File: src/include/sfes_pkg.sv
// shared constants and types of the serial flash erase/suspend sequencer
// assumes a 25 MHz system clock; command link pins arrive asynchronously
package sfes_pkg;

  // timing base
  localparam int CLK_PERIOD_NS = 40;
  localparam int CYC_PER_US = 1000 / CLK_PERIOD_NS;
  // resume must show busy within this time (longest: rounds down)
  localparam int RESUME_BUSY_NS = 200;
  localparam int RESUME_BUSY_CYC = RESUME_BUSY_NS / CLK_PERIOD_NS;
  // suspend latency, plain default
  localparam int SUSPEND_LAT_US = 20;
  localparam int SUSPEND_LAT_CYC = SUSPEND_LAT_US * CYC_PER_US;
  // self-timed durations, plain defaults in microseconds
  localparam int SECTOR_ERASE_TIME_US = 50000;
  localparam int SMALL_BLOCK_ERASE_TIME_US = 120000;
  localparam int BLOCK_ERASE_TIME_US = 150000;
  localparam int CHIP_ERASE_TIME_US = 50000000;
  localparam int PAGE_PROGRAM_TIME_US = 700;
  localparam int SECTOR_ERASE_CYC = SECTOR_ERASE_TIME_US * CYC_PER_US;
  localparam int SMALL_BLOCK_ERASE_CYC = SMALL_BLOCK_ERASE_TIME_US * CYC_PER_US;
  localparam int BLOCK_ERASE_CYC = BLOCK_ERASE_TIME_US * CYC_PER_US;
  localparam int CHIP_ERASE_CYC = CHIP_ERASE_TIME_US * CYC_PER_US;
  localparam int PAGE_PROGRAM_CYC = PAGE_PROGRAM_TIME_US * CYC_PER_US;

  // command opcodes
  localparam logic [7:0] CMD_WRITE_ENABLE = 8'h06;
  localparam logic [7:0] CMD_WRITE_DISABLE = 8'h04;
  localparam logic [7:0] CMD_SECTOR_ERASE = 8'h20;
  localparam logic [7:0] CMD_SECTOR_ERASE_A32 = 8'h21;
  localparam logic [7:0] CMD_BLOCK32_ERASE = 8'h52;
  localparam logic [7:0] CMD_BLOCK64_ERASE = 8'hd8;
  localparam logic [7:0] CMD_BLOCK64_ERASE_A32 = 8'hdc;
  localparam logic [7:0] CMD_CHIP_ERASE_A = 8'hc7;
  localparam logic [7:0] CMD_CHIP_ERASE_B = 8'h60;
  localparam logic [7:0] CMD_PAGE_PROG = 8'h02;
  localparam logic [7:0] CMD_PAGE_PROG_A32 = 8'h12;
  localparam logic [7:0] CMD_QUAD_PROG = 8'h32;
  localparam logic [7:0] CMD_QUAD_PROG_A32 = 8'h34;
  localparam logic [7:0] CMD_SUSPEND = 8'h75;
  localparam logic [7:0] CMD_RESUME = 8'h7a;

  // bit counts on the link, and the number of 64K blocks
  localparam logic [11:0] OPCODE_BITS = 12'h008;
  localparam logic [11:0] HDR3_BITS = 12'h020;
  localparam logic [11:0] HDR4_BITS = 12'h028;
  localparam logic [11:0] DATA_BYTE_BITS = 12'h008;
  localparam logic [11:0] CNT_SAT = 12'hff8;
  localparam int BLOCK64_TOTAL = 512;

  // register byte offsets
  localparam logic [7:0] REG_CTRL = 8'h00;
  localparam logic [7:0] REG_PROTECT = 8'h04;
  localparam logic [7:0] REG_LOCK = 8'h08;
  localparam logic [7:0] REG_STATUS = 8'h0c;
  localparam logic [7:0] REG_LAST_BASE = 8'h10;
  // field positions
  localparam int CTRL_ADDR4_BIT = 0;
  localparam int CTRL_QUAD_BIT = 1;
  localparam int PROT_TOP_BOTTOM_BIT = 4;
  localparam int PROT_COMPLEMENT_BIT = 5;
  localparam int STAT_BUSY_BIT = 0;
  localparam int STAT_WLATCH_BIT = 1;
  localparam int STAT_SUSPEND_BIT = 2;
  localparam int STAT_REFUSED_BIT = 3;
  // reset values
  localparam logic [1:0] CTRL_RST = 2'h0;
  localparam logic [5:0] PROTECT_RST = 6'h00;
  localparam logic [31:0] LOCK_RST = 32'h0000_0000;

  typedef enum logic [1:0] {
    ST_IDLE = 2'b00,
    ST_RUN = 2'b01,
    ST_SUSPENDING = 2'b11,
    ST_SUSPENDED = 2'b10
  } sfes_state_type;

  typedef enum logic [2:0] {
    K_NONE = 3'h0,
    K_SECTOR = 3'h1,
    K_BLOCK32 = 3'h2,
    K_BLOCK64 = 3'h3,
    K_CHIP = 3'h4,
    K_PROGRAM = 3'h5
  } sfes_kind_type;

  // command link pins, host to device
  typedef struct packed {
    logic cs_n;
    logic sck;
    logic [3:0] io;
  } sfes_link_type;

  // completion report to the array
  typedef struct packed {
    logic valid;
    sfes_kind_type kind;
    logic [31:0] base;
  } sfes_report_type;

endpackage : sfes_pkg

File: src/verilog/sfes_core.sv
// erase, program and suspend sequencer of a serial flash, AHB-Lite register slave
// assumes link pins are asynchronous and sampled here; the array sits outside
//
// Added by the designer: the register addresses and the AHB-Lite register port.
`timescale 1ns/1ps
module sfes_core import sfes_pkg::*; #(
  parameter int unsigned SECTOR_CYC = SECTOR_ERASE_CYC,
  parameter int unsigned BLOCK32_CYC = SMALL_BLOCK_ERASE_CYC,
  parameter int unsigned BLOCK64_CYC = BLOCK_ERASE_CYC,
  parameter int unsigned CHIP_CYC = CHIP_ERASE_CYC,
  parameter int unsigned PROGRAM_CYC = PAGE_PROGRAM_CYC
) (
  // clock and reset
  input wire logic clk,
  input wire logic rst,
  // ahb-lite slave
  input wire logic hsel,
  input wire logic [31:0] haddr,
  input wire logic [1:0] htrans,
  input wire logic hwrite,
  input wire logic [2:0] hsize,
  input wire logic [31:0] hwdata,
  input wire logic hready,
  output logic hreadyout,
  output logic hresp,
  output logic [31:0] hrdata,
  // command link
  input wire sfes_link_type link_in,
  // status and array report
  output logic busy_flag,
  output logic write_latch_flag,
  output logic suspend_flag,
  output sfes_report_type erase_report
);
  localparam int SUS_BOUND = SUSPEND_LAT_CYC + 1;
  localparam int RES_BOUND = RESUME_BUSY_CYC;

  sfes_link_type link_q;
  logic sck_d_r, cs_d_r, sck_rise, cs_rise, step4, quad_data;
  logic [11:0] cnt_r, hdr_bits;
  logic [7:0] op_r;
  logic [31:0] adr_r, tgt, base_new;
  logic [1:0] ctrl_r;
  logic [5:0] prot_r;
  logic [31:0] lock_r;
  sfes_state_type state_r;
  sfes_kind_type kind_r, kind_new, nest_kind_r;
  logic [31:0] base_r, nest_base_r, remain_r, nest_remain_r, dur_new;
  logic [15:0] lat_r;
  logic susp_r, wlatch_r, nest_busy_r, refused_r;
  logic is_blk, is_chip, is_prog, len_ok, prot_hit, any_prot, forbid;
  logic req_ok, accept_main, accept_nest, refuse, accept_susp, accept_res;
  logic wren, wrdi, main_done, nest_done, opc_only;
  logic [9:0] bp_cnt;
  logic [8:0] blk;
  logic in_range;
  logic wr_en_r;
  logic [7:0] wr_adr_r;
  logic [31:0] rd_mux;

  // link pins pass two flops before use
  sfes_sync #(.W(6)) u_sync (
    .clk(clk),
    .rst(rst),
    .d(link_in),
    .q(link_q)
  );

  // edge finders on synchronised pins
  always_ff @(posedge clk) begin
    if (rst) begin
      sck_d_r <= 1'b1; // matches the synchroniser reset level, no false edge
      cs_d_r <= 1'b1;
    end else begin
      sck_d_r <= link_q.sck;
      cs_d_r <= link_q.cs_n;
    end
  end
  assign sck_rise = link_q.sck & ~sck_d_r;
  assign cs_rise = link_q.cs_n & ~cs_d_r;

  // header length by opcode and address mode
  always_comb begin
    hdr_bits = ctrl_r[CTRL_ADDR4_BIT] ? HDR4_BITS : HDR3_BITS;
    if (op_r == CMD_SECTOR_ERASE_A32 || op_r == CMD_BLOCK64_ERASE_A32 ||
        op_r == CMD_PAGE_PROG_A32 || op_r == CMD_QUAD_PROG_A32) begin
      hdr_bits = HDR4_BITS;
    end
  end
  assign quad_data = (op_r == CMD_QUAD_PROG || op_r == CMD_QUAD_PROG_A32) &&
                     cnt_r >= hdr_bits;
  assign step4 = ctrl_r[CTRL_QUAD_BIT] | quad_data;

  // shift opcode and address in on rising clock edges
  always_ff @(posedge clk) begin
    if (rst) begin
      cnt_r <= 12'h000;
      op_r <= 8'h00;
      adr_r <= 32'h0000_0000;
    end else if (link_q.cs_n) begin
      cnt_r <= 12'h000;
    end else if (sck_rise && cnt_r < CNT_SAT) begin
      cnt_r <= cnt_r + (step4 ? 12'h004 : 12'h001);
      if (cnt_r < OPCODE_BITS) begin
        op_r <= step4 ? {op_r[3:0], link_q.io} : {op_r[6:0], link_q.io[0]};
      end else if (cnt_r < hdr_bits) begin
        adr_r <= step4 ? {adr_r[27:0], link_q.io} : {adr_r[30:0], link_q.io[0]};
      end
    end
  end

  // command class and length check
  assign is_blk = op_r == CMD_SECTOR_ERASE || op_r == CMD_SECTOR_ERASE_A32 ||
                  op_r == CMD_BLOCK32_ERASE || op_r == CMD_BLOCK64_ERASE ||
                  op_r == CMD_BLOCK64_ERASE_A32;
  assign is_chip = op_r == CMD_CHIP_ERASE_A || op_r == CMD_CHIP_ERASE_B;
  assign is_prog = op_r == CMD_PAGE_PROG || op_r == CMD_PAGE_PROG_A32 ||
                   op_r == CMD_QUAD_PROG || op_r == CMD_QUAD_PROG_A32;
  assign opc_only = cnt_r == OPCODE_BITS;
  always_comb begin
    len_ok = 1'b0;
    if (is_chip) begin
      len_ok = opc_only;
    end else if (is_blk) begin
      len_ok = cnt_r == hdr_bits;
    end else if (is_prog) begin
      len_ok = cnt_r >= hdr_bits + DATA_BYTE_BITS && cnt_r[2:0] == 3'h0;
    end
  end
  assign tgt = (hdr_bits == HDR4_BITS) ? adr_r : {8'h00, adr_r[23:0]};
  assign blk = tgt[24:16];

  // kind, aligned base and duration of a new operation
  always_comb begin
    kind_new = K_PROGRAM;
    base_new = {7'h00, tgt[24:0]};
    dur_new = PROGRAM_CYC;
    if (is_chip) begin
      kind_new = K_CHIP;
      base_new = 32'h0000_0000;
      dur_new = CHIP_CYC;
    end else if (op_r == CMD_BLOCK32_ERASE) begin
      kind_new = K_BLOCK32;
      base_new = {7'h00, tgt[24:15], 15'h0000};
      dur_new = BLOCK32_CYC;
    end else if (op_r == CMD_BLOCK64_ERASE || op_r == CMD_BLOCK64_ERASE_A32) begin
      kind_new = K_BLOCK64;
      base_new = {7'h00, tgt[24:16], 16'h0000};
      dur_new = BLOCK64_CYC;
    end else if (is_blk) begin
      kind_new = K_SECTOR;
      base_new = {7'h00, tgt[24:12], 12'h000};
      dur_new = SECTOR_CYC;
    end
  end

  // protected range from level, top/bottom and complement
  always_comb begin
    if (prot_r[3:0] == 4'h0) begin
      bp_cnt = 10'h000;
    end else if (prot_r[3:0] >= 4'ha) begin
      bp_cnt = 10'(BLOCK64_TOTAL);
    end else begin
      bp_cnt = 10'h001 << (prot_r[3:0] - 4'h1);
    end
    in_range = prot_r[PROT_TOP_BOTTOM_BIT] ? ({1'b0, blk} < bp_cnt) :
               ({1'b0, blk} >= 10'(BLOCK64_TOTAL) - bp_cnt);
    prot_hit = (in_range ^ prot_r[PROT_COMPLEMENT_BIT]) | lock_r[blk[8:4]];
    any_prot = (prot_r[PROT_COMPLEMENT_BIT] ? bp_cnt != 10'(BLOCK64_TOTAL) :
                bp_cnt != 10'h000) | (|lock_r);
  end

  // acceptance of erase and program
  assign forbid = susp_r & ((kind_r != K_PROGRAM & (is_blk | is_chip)) |
                            (kind_r == K_PROGRAM & is_prog));
  assign req_ok = cs_rise & (is_blk | is_chip | is_prog) & len_ok & wlatch_r &
                  ~(is_chip ? any_prot : prot_hit) & ~forbid;
  assign accept_main = req_ok & state_r == ST_IDLE & ~nest_busy_r;
  assign accept_nest = req_ok & state_r == ST_SUSPENDED & ~nest_busy_r;
  assign refuse = cs_rise & (is_blk | is_chip | is_prog) & ~accept_main & ~accept_nest;
  assign accept_susp = cs_rise & op_r == CMD_SUSPEND & opc_only & ~susp_r &
                       busy_flag & state_r == ST_RUN & kind_r != K_CHIP;
  assign accept_res = cs_rise & op_r == CMD_RESUME & opc_only & susp_r & ~busy_flag &
                      state_r == ST_SUSPENDED;
  assign wren = cs_rise & op_r == CMD_WRITE_ENABLE & opc_only & ~busy_flag;
  assign wrdi = cs_rise & op_r == CMD_WRITE_DISABLE & opc_only & ~busy_flag;
  assign main_done = state_r == ST_RUN & remain_r == 32'h0 & ~accept_susp;
  assign nest_done = nest_busy_r & nest_remain_r == 32'h0;
  assign busy_flag = state_r == ST_RUN || state_r == ST_SUSPENDING || nest_busy_r;

  // main self-timed sequencer
  always_ff @(posedge clk) begin
    if (rst) begin
      state_r <= ST_IDLE;
      kind_r <= K_NONE;
      base_r <= 32'h0000_0000;
      remain_r <= 32'h0000_0000;
      lat_r <= 16'h0000;
    end else begin
      unique case (state_r)
        ST_IDLE: if (accept_main) begin
          state_r <= ST_RUN;
          kind_r <= kind_new;
          base_r <= base_new;
          remain_r <= dur_new;
        end
        ST_RUN: if (accept_susp) begin
          state_r <= ST_SUSPENDING;
          lat_r <= 16'(SUSPEND_LAT_CYC - 1);
        end else if (remain_r == 32'h0) begin
          state_r <= ST_IDLE;
          kind_r <= K_NONE;
        end else begin
          remain_r <= remain_r - 32'h1;
        end
        ST_SUSPENDING: if (lat_r == 16'h0) begin
          state_r <= ST_SUSPENDED;
        end else begin
          lat_r <= lat_r - 16'h1;
        end
        ST_SUSPENDED: if (accept_res) begin
          state_r <= ST_RUN;
        end
      endcase
    end
  end

  // operation run inside a suspension
  always_ff @(posedge clk) begin
    if (rst) begin
      nest_busy_r <= 1'b0;
      nest_kind_r <= K_NONE;
      nest_base_r <= 32'h0000_0000;
      nest_remain_r <= 32'h0000_0000;
    end else if (accept_nest) begin
      nest_busy_r <= 1'b1;
      nest_kind_r <= kind_new;
      nest_base_r <= base_new;
      nest_remain_r <= dur_new;
    end else if (nest_done) begin
      nest_busy_r <= 1'b0;
    end else if (nest_busy_r) begin
      nest_remain_r <= nest_remain_r - 32'h1;
    end
  end

  // suspend flag, cleared by reset
  always_ff @(posedge clk) begin
    if (rst) begin
      susp_r <= 1'b0;
    end else if (accept_susp) begin
      susp_r <= 1'b1;
    end else if (accept_res) begin
      susp_r <= 1'b0;
    end
  end

  // write latch
  always_ff @(posedge clk) begin
    if (rst) begin
      wlatch_r <= 1'b0;
    end else if (wren) begin
      wlatch_r <= 1'b1;
    end else if (wrdi || main_done || nest_done) begin
      wlatch_r <= 1'b0;
    end
  end

  // completion report
  always_ff @(posedge clk) begin
    if (rst) begin
      erase_report <= '0;
    end else begin
      erase_report.valid <= main_done | nest_done;
      if (main_done) begin
        erase_report.kind <= kind_r;
        erase_report.base <= base_r;
      end else if (nest_done) begin
        erase_report.kind <= nest_kind_r;
        erase_report.base <= nest_base_r;
      end
    end
  end

  // ahb address phase capture
  always_ff @(posedge clk) begin
    if (rst) begin
      wr_en_r <= 1'b0;
      wr_adr_r <= 8'h00;
    end else if (hready) begin
      wr_en_r <= hsel & htrans[1] & hwrite;
      wr_adr_r <= haddr[7:0];
    end
  end

  // software registers; protection frozen while busy or suspended
  always_ff @(posedge clk) begin
    if (rst) begin
      ctrl_r <= CTRL_RST;
      prot_r <= PROTECT_RST;
      lock_r <= LOCK_RST;
    end else if (wr_en_r) begin
      if (wr_adr_r == REG_CTRL) begin
        ctrl_r <= hwdata[1:0];
      end
      if (!busy_flag && !susp_r) begin
        if (wr_adr_r == REG_PROTECT) begin
          prot_r <= hwdata[5:0];
        end
        if (wr_adr_r == REG_LOCK) begin
          lock_r <= hwdata;
        end
      end
    end
  end

  // refused flag, set wins over write-one clear
  always_ff @(posedge clk) begin
    if (rst) begin
      refused_r <= 1'b0;
    end else if (refuse) begin
      refused_r <= 1'b1;
    end else if (wr_en_r && wr_adr_r == REG_STATUS && hwdata[STAT_REFUSED_BIT]) begin
      refused_r <= 1'b0;
    end
  end

  // read data registered at the address phase
  always_comb begin
    unique case (haddr[7:0])
      REG_CTRL: rd_mux = {30'h0, ctrl_r};
      REG_PROTECT: rd_mux = {26'h0, prot_r};
      REG_LOCK: rd_mux = lock_r;
      REG_STATUS: rd_mux = {28'h0, refused_r, susp_r, wlatch_r, busy_flag};
      REG_LAST_BASE: rd_mux = erase_report.base;
      default: rd_mux = 32'h0000_0000;
    endcase
  end
  always_ff @(posedge clk) begin
    if (rst) begin
      hrdata <= 32'h0000_0000;
    end else if (hready && hsel && htrans[1] && !hwrite) begin
      hrdata <= rd_mux;
    end
  end
  assign hreadyout = 1'b1; // zero wait states
  assign hresp = 1'b0; // always okay
  assign write_latch_flag = wlatch_r;
  assign suspend_flag = susp_r;

  // checks
  busy_rises_a: assert property (@(posedge clk) disable iff (rst)
    accept_main |=> busy_flag ##0 state_r == ST_RUN) else $error("erase not started");
  latch_clear_a: assert property (@(posedge clk) disable iff (rst)
    main_done |=> !write_latch_flag && !busy_flag) else $error("latch kept after erase");
  no_latch_a: assert property (@(posedge clk) disable iff (rst)
    cs_rise && is_blk && !wlatch_r && !busy_flag && !susp_r |=> !busy_flag)
    else $error("erase ran without latch");
  protect_blk_a: assert property (@(posedge clk) disable iff (rst)
    cs_rise && is_blk && prot_hit && state_r == ST_IDLE |=> state_r == ST_IDLE)
    else $error("protected block erased");
  protect_chip_a: assert property (@(posedge clk) disable iff (rst)
    cs_rise && is_chip && any_prot && state_r == ST_IDLE |=> state_r == ST_IDLE)
    else $error("protected array erased");
  susp_ignore_a: assert property (@(posedge clk) disable iff (rst)
    cs_rise && op_r == CMD_SUSPEND && (susp_r || !busy_flag) |=> $stable(suspend_flag))
    else $error("suspend not ignored");
  chip_nosusp_a: assert property (@(posedge clk) disable iff (rst)
    state_r == ST_RUN && kind_r == K_CHIP && !susp_r |=> !suspend_flag)
    else $error("whole-array erase suspended");
  susp_latency_a: assert property (@(posedge clk) disable iff (rst)
    accept_susp |=> suspend_flag ##[1:SUS_BOUND] !busy_flag)
    else $error("busy not dropped within latency");
  resume_busy_a: assert property (@(posedge clk) disable iff (rst)
    accept_res |=> !suspend_flag ##0 (##[0:RES_BOUND] busy_flag))
    else $error("busy late after resume");
  addr_len_a: assert property (@(posedge clk) disable iff (rst)
    cs_rise && op_r == CMD_SECTOR_ERASE_A32 && cnt_r != HDR4_BITS |-> !accept_main)
    else $error("short address accepted");
  sector_base_a: assert property (@(posedge clk) disable iff (rst)
    main_done && kind_r == K_SECTOR |=> erase_report.valid && erase_report.base[11:0] == 12'h0)
    else $error("sector report wrong");
  erase_cov: cover property (@(posedge clk) disable iff (rst) main_done && kind_r == K_SECTOR);
  susp_cov: cover property (@(posedge clk) disable iff (rst) accept_susp);
  resume_cov: cover property (@(posedge clk) disable iff (rst) accept_res);
  nest_cov: cover property (@(posedge clk) disable iff (rst) accept_nest);
endmodule : sfes_core

File: src/verilog/sfes_sync.sv
// two-flop synchroniser for a group of asynchronous levels
// assumes nothing reads the first stage
`timescale 1ns/1ps
module sfes_sync #(
  parameter int W = 1
) (
  // clock and reset
  input wire logic clk,
  input wire logic rst,
  // levels
  input wire logic [W-1:0] d,
  output logic [W-1:0] q
);
  logic [W-1:0] meta_r;

  // first stage feeds only the second
  always_ff @(posedge clk) begin
    if (rst) begin
      meta_r <= '1;
      q <= '1;
    end else begin
      meta_r <= d;
      q <= meta_r;
    end
  end
endmodule : sfes_sync
File: config.mk
export PLATFORM = sky130hd
export DESIGN_NAME = sfes_core
export DESIGN_NICKNAME = d
export VERILOG_FILES = /design/src/include/sfes_pkg.sv /design/src/verilog/sfes_core.sv /design/src/verilog/sfes_sync.sv
export SDC_FILE = /design/constraint.sdc
export NUM_CORES = 1
export LEC_CHECK = 0
export ABC_AREA = 1
export BUFFER_PORTS_ARGS = -buffer_cell sky130_fd_sc_hd__buf_2
export CORE_UTILIZATION = 60
export DETAILED_ROUTE_END_ITERATION = 10
export PLACE_DENSITY_LB_ADDON = 0.12
export SYNTH_ARGS = -nofsm -noshare
export SYNTH_HDL_FRONTEND = slang
export SYNTH_SLANG_ARGS = --single-unit
File: constraint.sdc
create_clock -name clk -period 4.5 [get_ports clk]
set_input_delay 0.9 -clock clk [delete_from_list [all_inputs] [get_ports clk]]
set_output_delay 0.9 -clock clk [all_outputs]
set_load 0.03 [all_outputs]
==> results of run 1 <==
-- logic make-up (layout without fill, tap and decap cells) --
| family | Yosys count | count (layout) | synth area share |
|---|---|---|---|
| buf+inv | 429 | 507 | 0.106 |
| fa+ha+maj | 28 | 28 | 0.0218 |
| simple gates | 1100 | 1100 | 0.293 |
| flops | 311 | 311 | 0.387 |
| other cells | 2 | 9 | 0.000467 |
| compound gates | 522 | 522 | 0.167 |
| xor+xnor | 45 | 45 | 0.0245 |
-- sequential cells by signal, indices dropped and copies added, names as in the netlist, 8 cells and up --
name           cells
lock_r            32
nest_remain_r     32
remain_r          32
cnt_r             12
erase_report      29
wr_adr_r           8
base_r            25
hrdata            32
nest_base_r       25
lat_r             16
adr_r             25
op_r               8
-- critical path, delay by kind of cell (launching register included) --
family	cells	cell delay, ps
xor gates and xnor gates	1	90
and+or+nand+nor	14	1940
DFF	1	470
buffers and inverters	2	320
adders and majority gates	2	480
AOI/OAI and AO/OA	2	430
-- cell usage in the layout (no fill, tap or decap), types with 8 or more instances in the layout --
| master | netlist | layout |
|---|---|---|
| buf_4 | 16 | 19 |
| or2_2 | 14 | 14 |
| conb_1 | 2 | 9 |
| xor2_1 | 37 | 37 |
| nand2_1 | 518 | 518 |
| dfxtp_1 | 311 | 311 |
| nor4_1 | 19 | 19 |
| inv_1 | 298 | 297 |
| clkbuf_1 | 77 | 11 |
| a31oi_1 | 8 | 8 |
| xnor2_1 | 8 | 8 |
| nand4_1 | 57 | 57 |
| nor3_1 | 30 | 30 |
| o211ai_1 | 9 | 9 |
| o21ai_0 | 228 | 228 |
| buf_2 | 21 | 114 |
| nor2_2 | 6 | 8 |
| nor2_1 | 302 | 300 |
| inv_2 | 12 | 13 |
| ha_1 | 28 | 28 |
| a21oi_1 | 256 | 255 |
| clkbuf_16 | 0 | 34 |
| nand3_1 | 128 | 128 |
-- routing by layer --
metal | GRT usage | part of all wire
met4 | 0.116 | 0.030
met5 | 0 | 0
met1 | 0.412 | 0.44
met3 | 0.0417 | 0.054
met2 | 0.543 | 0.47
-- cell type report --
type	instances	area share
inverter	312	0.0656
clock inverter	10	0.00666
clock buffer	51	0.0546
multi-input combinational	1704	0.460
sequential	311	0.349
timing repair buffer	134	0.0411
tap	335	0.0235
-- worst max path at each step --
stage               startpoint               to  slack (ps)  cells after the start
floorplan              op_r[6]         cnt_r[5]        1320                     22
global placement     prot_r[3]  nest_base_r[20]         850                     22
detailed placement     op_r[4]         cnt_r[8]         800                     22
CTS                    op_r[4]         cnt_r[8]         750                     22
global route           op_r[4]        cnt_r[10]         200                     22
finish               prot_r[1]  nest_base_r[22]         680                     21
-- power by group through the flow --
stage	combinational, mW	sequential [mW]	clock, mW
after floorplan	0.100	2.84	0
after global placement	0.151	2.83	0
after detailed placement	0.155	2.84	0
after CTS	0.155	2.77	2.78
after global routing	0.171	2.77	2.91
final	0.155	2.77	2.76
==> flow_summary_export.csv, run 1 <==
group,metric,value,unit
power_and_ir_drop,pwr_density_cell,319,nW/µm²
yosys,ys_warn_count,0,
power_and_ir_drop,switchingPower,1.25,mW
global_routing,grt_pass1_wl,72.6,mm
placement,pre_cts_ws,797,ps
placement,place.port_buffers,115,
drt,vias,15900,
finish,design_area,17800,µm²
placement,dp_hpwl,30.7,mm
power_and_ir_drop,switching_share,0.220,
power_and_ir_drop,power_frac_seq,0.488,
setup_path,slowest_stage,"nor2_4",
clock_network,clk_path_buf_depth,3,
clock_network,cts_hold_buf,0,
setup_path,reg2reg_depth,21,
setup_path,r2r-end,"nest_base_r[22]",
min_path,min_from,"u_sync.meta_r[3]",
yosys,synthTopCellsByArea,"dfxtp_1, nand2_1, a21oi_1, o21ai_0, nor2_1",
timing,rsz0062_at_grt,"no",
run_status,status,"complete, but fails checks",
clock_network,post_cts_buffers,0,
yosys,ys_types,49,
power_and_ir_drop,pwr-share-clk,0.485,
yosys,yosys-top-cells-count,"nand2_1, dfxtp_1, nor2_1",
timing,period_needed,3820,ps
drt,wl_per_cell,15.3,µm
finish,num-fill-cells,2374,
setup_path,path_cells,"nor2_1 > nand2_1 > ha_1 > inv_1 > nor2_1 > nand2_1 > nor2_1 > xnor2_1 > ha_1 > nand2_1 > o21a_1 > nand3_1 > nand3_1 > nand2_1 > nand2_1 > a21oi_1 > nand2_1 > nor2_4 > buf_4 > nand2_1 > nand2_1",
yosys,synth_edf_count,0,
min_path,min_delay_path_depth,1,
setup_path,slowest_delay,510,ps
power_and_ir_drop,pwr-share-comb,0.027,
drt,dr.first_iter.drc_count,1273,
setup_path,critPathKind,"flop to flop",
setup_path,worst_setup_path_start_kind,"flop",
yosys,syn_area_per_cell,6.61,µm²
min_path,hold_path_class,"flop to flop",
floorplan,io_pins,153,
floorplan,die_w,166,µm
finish,multi_input_area,8200,µm²
finish,n_antenna_cell,0,
global_routing,grt-ovfl-total,0,
clock_network,post_cts_resized,0,
yosys,synth.most_common_cell,"nand2_1",
setup_path,regToRegSetupSlack,680,ps
drt,routed_wl,43.7,mm
global_routing,grt_usage,0.318,
clock_network,worstSkewPairLatency,520,ps
setup_path,crit_path_frequent_cell,"nand2_1",
floorplan,initial_core_util,0.614,
timing,worst_pin_slew,1210,ps
power_and_ir_drop,p_leak,8.28,nW
clock_network,clkTransAtPathRegs,60,ps
setup_path,cp_max_fo,21,
power_and_ir_drop,ir_drop,0.316,mV
timing,max_freq,262,MHz
power_and_ir_drop,intPower,4.43,mW
timing,fin_worst_skew,27.9,ps
yosys,syn_area,16100,µm²
clock_network,cts_buffers,34,
placement,placed_area,16800,µm²
clock_network,ctsRootBufferMaster,"clkbuf_16",
drt,ant_nets,0,
yosys,synth_top_area_share,0.387,
yosys,ys_seq_area_frac,0.387,
global_routing,grt_pass1_vias,14700,
floorplan,num_rows,59,
floorplan,core_region_area,26200,µm²
clock_network,htreeDepth,2,
timing,maxSlewHeadroom,0.189,
timing,fin_tns_setup,0,ps
global_routing,grt_max_degree,94,
timing,whs,408,ps
clock_network,cts_sinks,311,
placement,gp_congestion,0.915,
floorplan,design.die.area,27500,µm²
drt,detail_route.first_pass.iterations,8,
global_routing,antenna_found_initial,0,
setup_path,required,4960,ps
drt,drc,17,
finish,final_util,0.681,
finish,final_layout_size_suffix_gt1_frac,0.0944,
power_and_ir_drop,p_total,5.68,mW
yosys,ys.flop_type,"dfxtp_1",
job,maxCapViolCount,0,
finish,regArea,6230,µm²
timing,hold_violations,0,
yosys,yosysTopAreaCell,"dfxtp_1",
setup_path,endpoint_kind,"flop",
timing,period_share,0.848,
clock_network,tritoncts,"built",
run_status,violations,"DRC",
placement,place_inst,2796,
min_path,min_to,"u_sync.q[3]",
setup_path,rr_startpoint,"prot_r[1]",
yosys,synth_seq_cells,311,
timing,timing.final.ws_setup,684,ps
timing,finalSetupViolCount,0,
finish,final_nets,2605,
drt,vias_per_cell,5.56,
finish,syn2layout_area_growth,10.9,%
timing,final-max-slew-violation-count,0,
yosys,async_flop_share,0,
floorplan,die_h,166,µm
yosys,synthCells,2437,
setup_path,arrival,4270,ps
finish,final_cells,2857,
Note: power is estimated with default switching activity, not from simulation.
==> inputs of run 2 (changes only) <==
--- a/config.mk
+++ b/config.mk
@@ -7,7 +7,7 @@
 export LEC_CHECK = 0
 export ABC_AREA = 1
 export BUFFER_PORTS_ARGS = -buffer_cell sky130_fd_sc_hd__buf_2
-export CORE_UTILIZATION = 60
+export CORE_UTILIZATION = 54
 export DETAILED_ROUTE_END_ITERATION = 10
 export PLACE_DENSITY_LB_ADDON = 0.12
 export SYNTH_ARGS = -nofsm -noshare
==> constraint.sdc (replaced) <==
create_clock -name clk -period 3.1 [get_ports clk]
set_input_delay 0.62 -clock clk [delete_from_list [all_inputs] [get_ports clk]]
set_output_delay 0.62 -clock clk [all_outputs]
set_load 0.03 [all_outputs]
==> flow_summary_export.csv, run 2 (same netlist as run 1, synthesis figures left out) <==
group,metric,value,unit
finish,layout.cells.most_common,"nand2_1",
clock_network,clk_path_buf_depth,3,
clock_network,cts_buffers,35,
global_routing,grt_max_degree,87,
setup_path,critPathKind,"flop to flop",
power_and_ir_drop,intPower,6.62,mW
power_and_ir_drop,p_leak,9.07,nW
finish,syn2layout_area_growth,23.3,%
setup_path,arrival,3550,ps
drt,detail_route.first_pass.iterations,7,
drt,ant_nets,0,
setup_path,r2r-end,"nest_base_r[15]",
floorplan,io_pins,153,
floorplan,core_region_area,29000,µm²
timing,max_freq,323,MHz
clock_network,htreeDepth,2,
clock_network,tritoncts,"built",
timing,worst_pin_slew,841,ps
power_and_ir_drop,pwr_density_cell,426,nW/µm²
power_and_ir_drop,pwr-share-comb,0.030,
setup_path,rr_startpoint,"prot_r[3]",
timing,finalSetupViolCount,0,
clock_network,clkTransAtPathRegs,60,ps
timing,whs,285,ps
job,maxCapViolCount,0,
finish,regArea,6250,µm²
placement,placed_area,17400,µm²
placement,gp_congestion,0.913,
timing,period_needed,3100,ps
global_routing,grt_pass1_vias,15100,
timing,final-max-slew-violation-count,0,
power_and_ir_drop,p_total,8.46,mW
setup_path,cp-endpoint,"nest_base_r[15]",
finish,final_nets,2707,
finish,n_antenna_cell,0,
setup_path,endpoint_kind,"flop",
timing,hold_violations,0,
floorplan,initial_core_util,0.555,
clock_network,cts_sinks,311,
run_status,status,"completed",
power_and_ir_drop,ir_drop,0.383,mV
drt,drc,0,
floorplan,num_rows,62,
setup_path,crit_start,"prot_r[3]",
finish,design_area,19800,µm²
drt,vias_per_cell,5.56,
global_routing,grt-ovfl-total,0,
timing,rsz0062_at_grt,"yes",
global_routing,grt_usage,0.296,
placement,place.port_buffers,115,
finish,final_layout_size_suffix_gt1_frac,0.190,
clock_network,ctsRootBufferMaster,"clkbuf_16",
power_and_ir_drop,switchingPower,1.84,mW
drt,dr.first_iter.drc_count,1557,
floorplan,die_h,175,µm
power_and_ir_drop,pwr-share-clk,0.494,
power_and_ir_drop,switching_share,0.218,
setup_path,worst_setup_path_start_kind,"flop",
placement,dp_hpwl,31.9,mm
timing,period_share,0.999,
finish,final_cell_mix,"nand2_1, dfxtp_1, inv_1, nor2_1, a21oi_1",
setup_path,reg2reg_depth,24,
clock_network,worstSkewPairLatency,520,ps
setup_path,regToRegSetupSlack,2,ps
global_routing,antenna_found_initial,0,
floorplan,die_w,175,µm
min_path,hold_path_class,"primary input to flop",
finish,multi_input_area,8920,µm²
drt,routed_wl,48.0,mm
global_routing,grt_pass1_wl,74.6,mm
drt,vias,16700,
power_and_ir_drop,power_frac_seq,0.476,
setup_path,required,3560,ps
timing,fin_worst_skew,20.0,ps
timing,maxSlewHeadroom,0.438,
finish,num-fill-cells,2553,
setup_path,cp_max_fo,6,
drt,wl_per_cell,16.0,µm
floorplan,design.die.area,30500,µm²
## run 2: cell types whose count changed in the layout (fill, tap and decap cells not counted), moves of 13 or more
| cell | before | now |
|---|---|---|
| nor2_1 | 300 | 268 |
| nand3_1 | 128 | 115 |
| nor2_2 | 8 | 26 |
| nor2_4 | 3 | 17 |
| o21ai_0 | 228 | 191 |
| nand2_2 | 4 | 44 |
| o21ai_1 | 1 | 32 |
| nand2_4 | 2 | 29 |
| buf_4 | 19 | 85 |
| nand2_1 | 518 | 450 |
## run 2: per-layer routing
| metal | wire (µm) | GRT usage | vias up |
|---|---|---|---|
| li1 | - | - | 8219 |
| met1 | 21100 | 0.389 | 7794 |
| met2 | 22700 | 0.507 | 596 |
| met3 | 3050 | 0.0329 | 93 |
| met4 | 1220 | 0.0928 | 0 |
| met5 | 0 | 0 | - |
## run 2: timing repair
action,4_1_cts,5_1_grt
pin swaps,3,89
gates cloned,0,12
resized for setup,14,263
hold buffers,0,0
setup buffers,2,28
setup endpoints to repair,82,132
## run 2: cell type report
| type | instances | share of cell area |
|---|---|---|
| Timing Repair inverter | 1 | 0.000568 |
| Clock buffer | 52 | 0.0515 |
| Sequential cell | 311 | 0.315 |
| Multi-Input combinational cell | 1704 | 0.450 |
| Tap cell | 384 | 0.0242 |
| Timing Repair Buffer | 234 | 0.0929 |
| Clock inverter | 7 | 0.00555 |
| Inverter | 312 | 0.0604 |
## run 2: power by group through the flow
stage	Combinational [mW]	Clock [mW]	Sequential (mW)
global placement	0.233	0	4.11
CTS	0.239	4.23	4.03
floorplan	0.145	0	4.12
finish	0.255	4.18	4.02
global route	0.280	4.40	4.02
detailed placement	0.236	0	4.12
## run 2: stage by stage
stage | cells | utilization | TNS (ps) | worst slack, ps
2_1_floorplan | 2444 | - | 0 | 53.8
3_3_place_gp | 2904 | 0.599 | -205 | -38.1
3_5_place_dp | 2904 | 0.599 | -2490 | -119
4_1_cts | 2965 | 0.640 | 0 | 18.8
5_1_grt | 3005 | 0.684 | -12520 | -176
6_report | 3005 | 0.684 | 0 | 1.64
## run 2: worst min-delay path by stage
stage                                 from          endpoint  slack, ps  depth (start not counted)
after floorplan           u_sync.meta_r[0]       u_sync.q[0]        390                          1
after global placement    u_sync.meta_r[0]       u_sync.q[0]        390                          1
after detailed placement  u_sync.meta_r[5]       u_sync.q[5]        390                          1
after CTS                       link_in[3]  u_sync.meta_r[3]        270                          2
final                           link_in[3]  u_sync.meta_r[3]        290                          2
after global routing            link_in[3]  u_sync.meta_r[3]        270                          2
## run 2: critical path, cell delays in order, from the launching register on
cell	delay (ps)
dfxtp_2	350
nor2_4	40
buf_6	130
nand2_4	70
ha_4	150
inv_4	40
nor2_4	110
nand2_2	90
nor2_4	140
xnor2_2	80
ha_1	290
nand2_2	60
o21a_1	200
nand3_1	70
nand3_1	80
nand2_2	120
nand2_4	80
buf_6	120
a21oi_4	160
nand2_2	100
nor2_4	150
buf_12	140
clkbuf_16	150
nand2_1	50
nand2_1	60
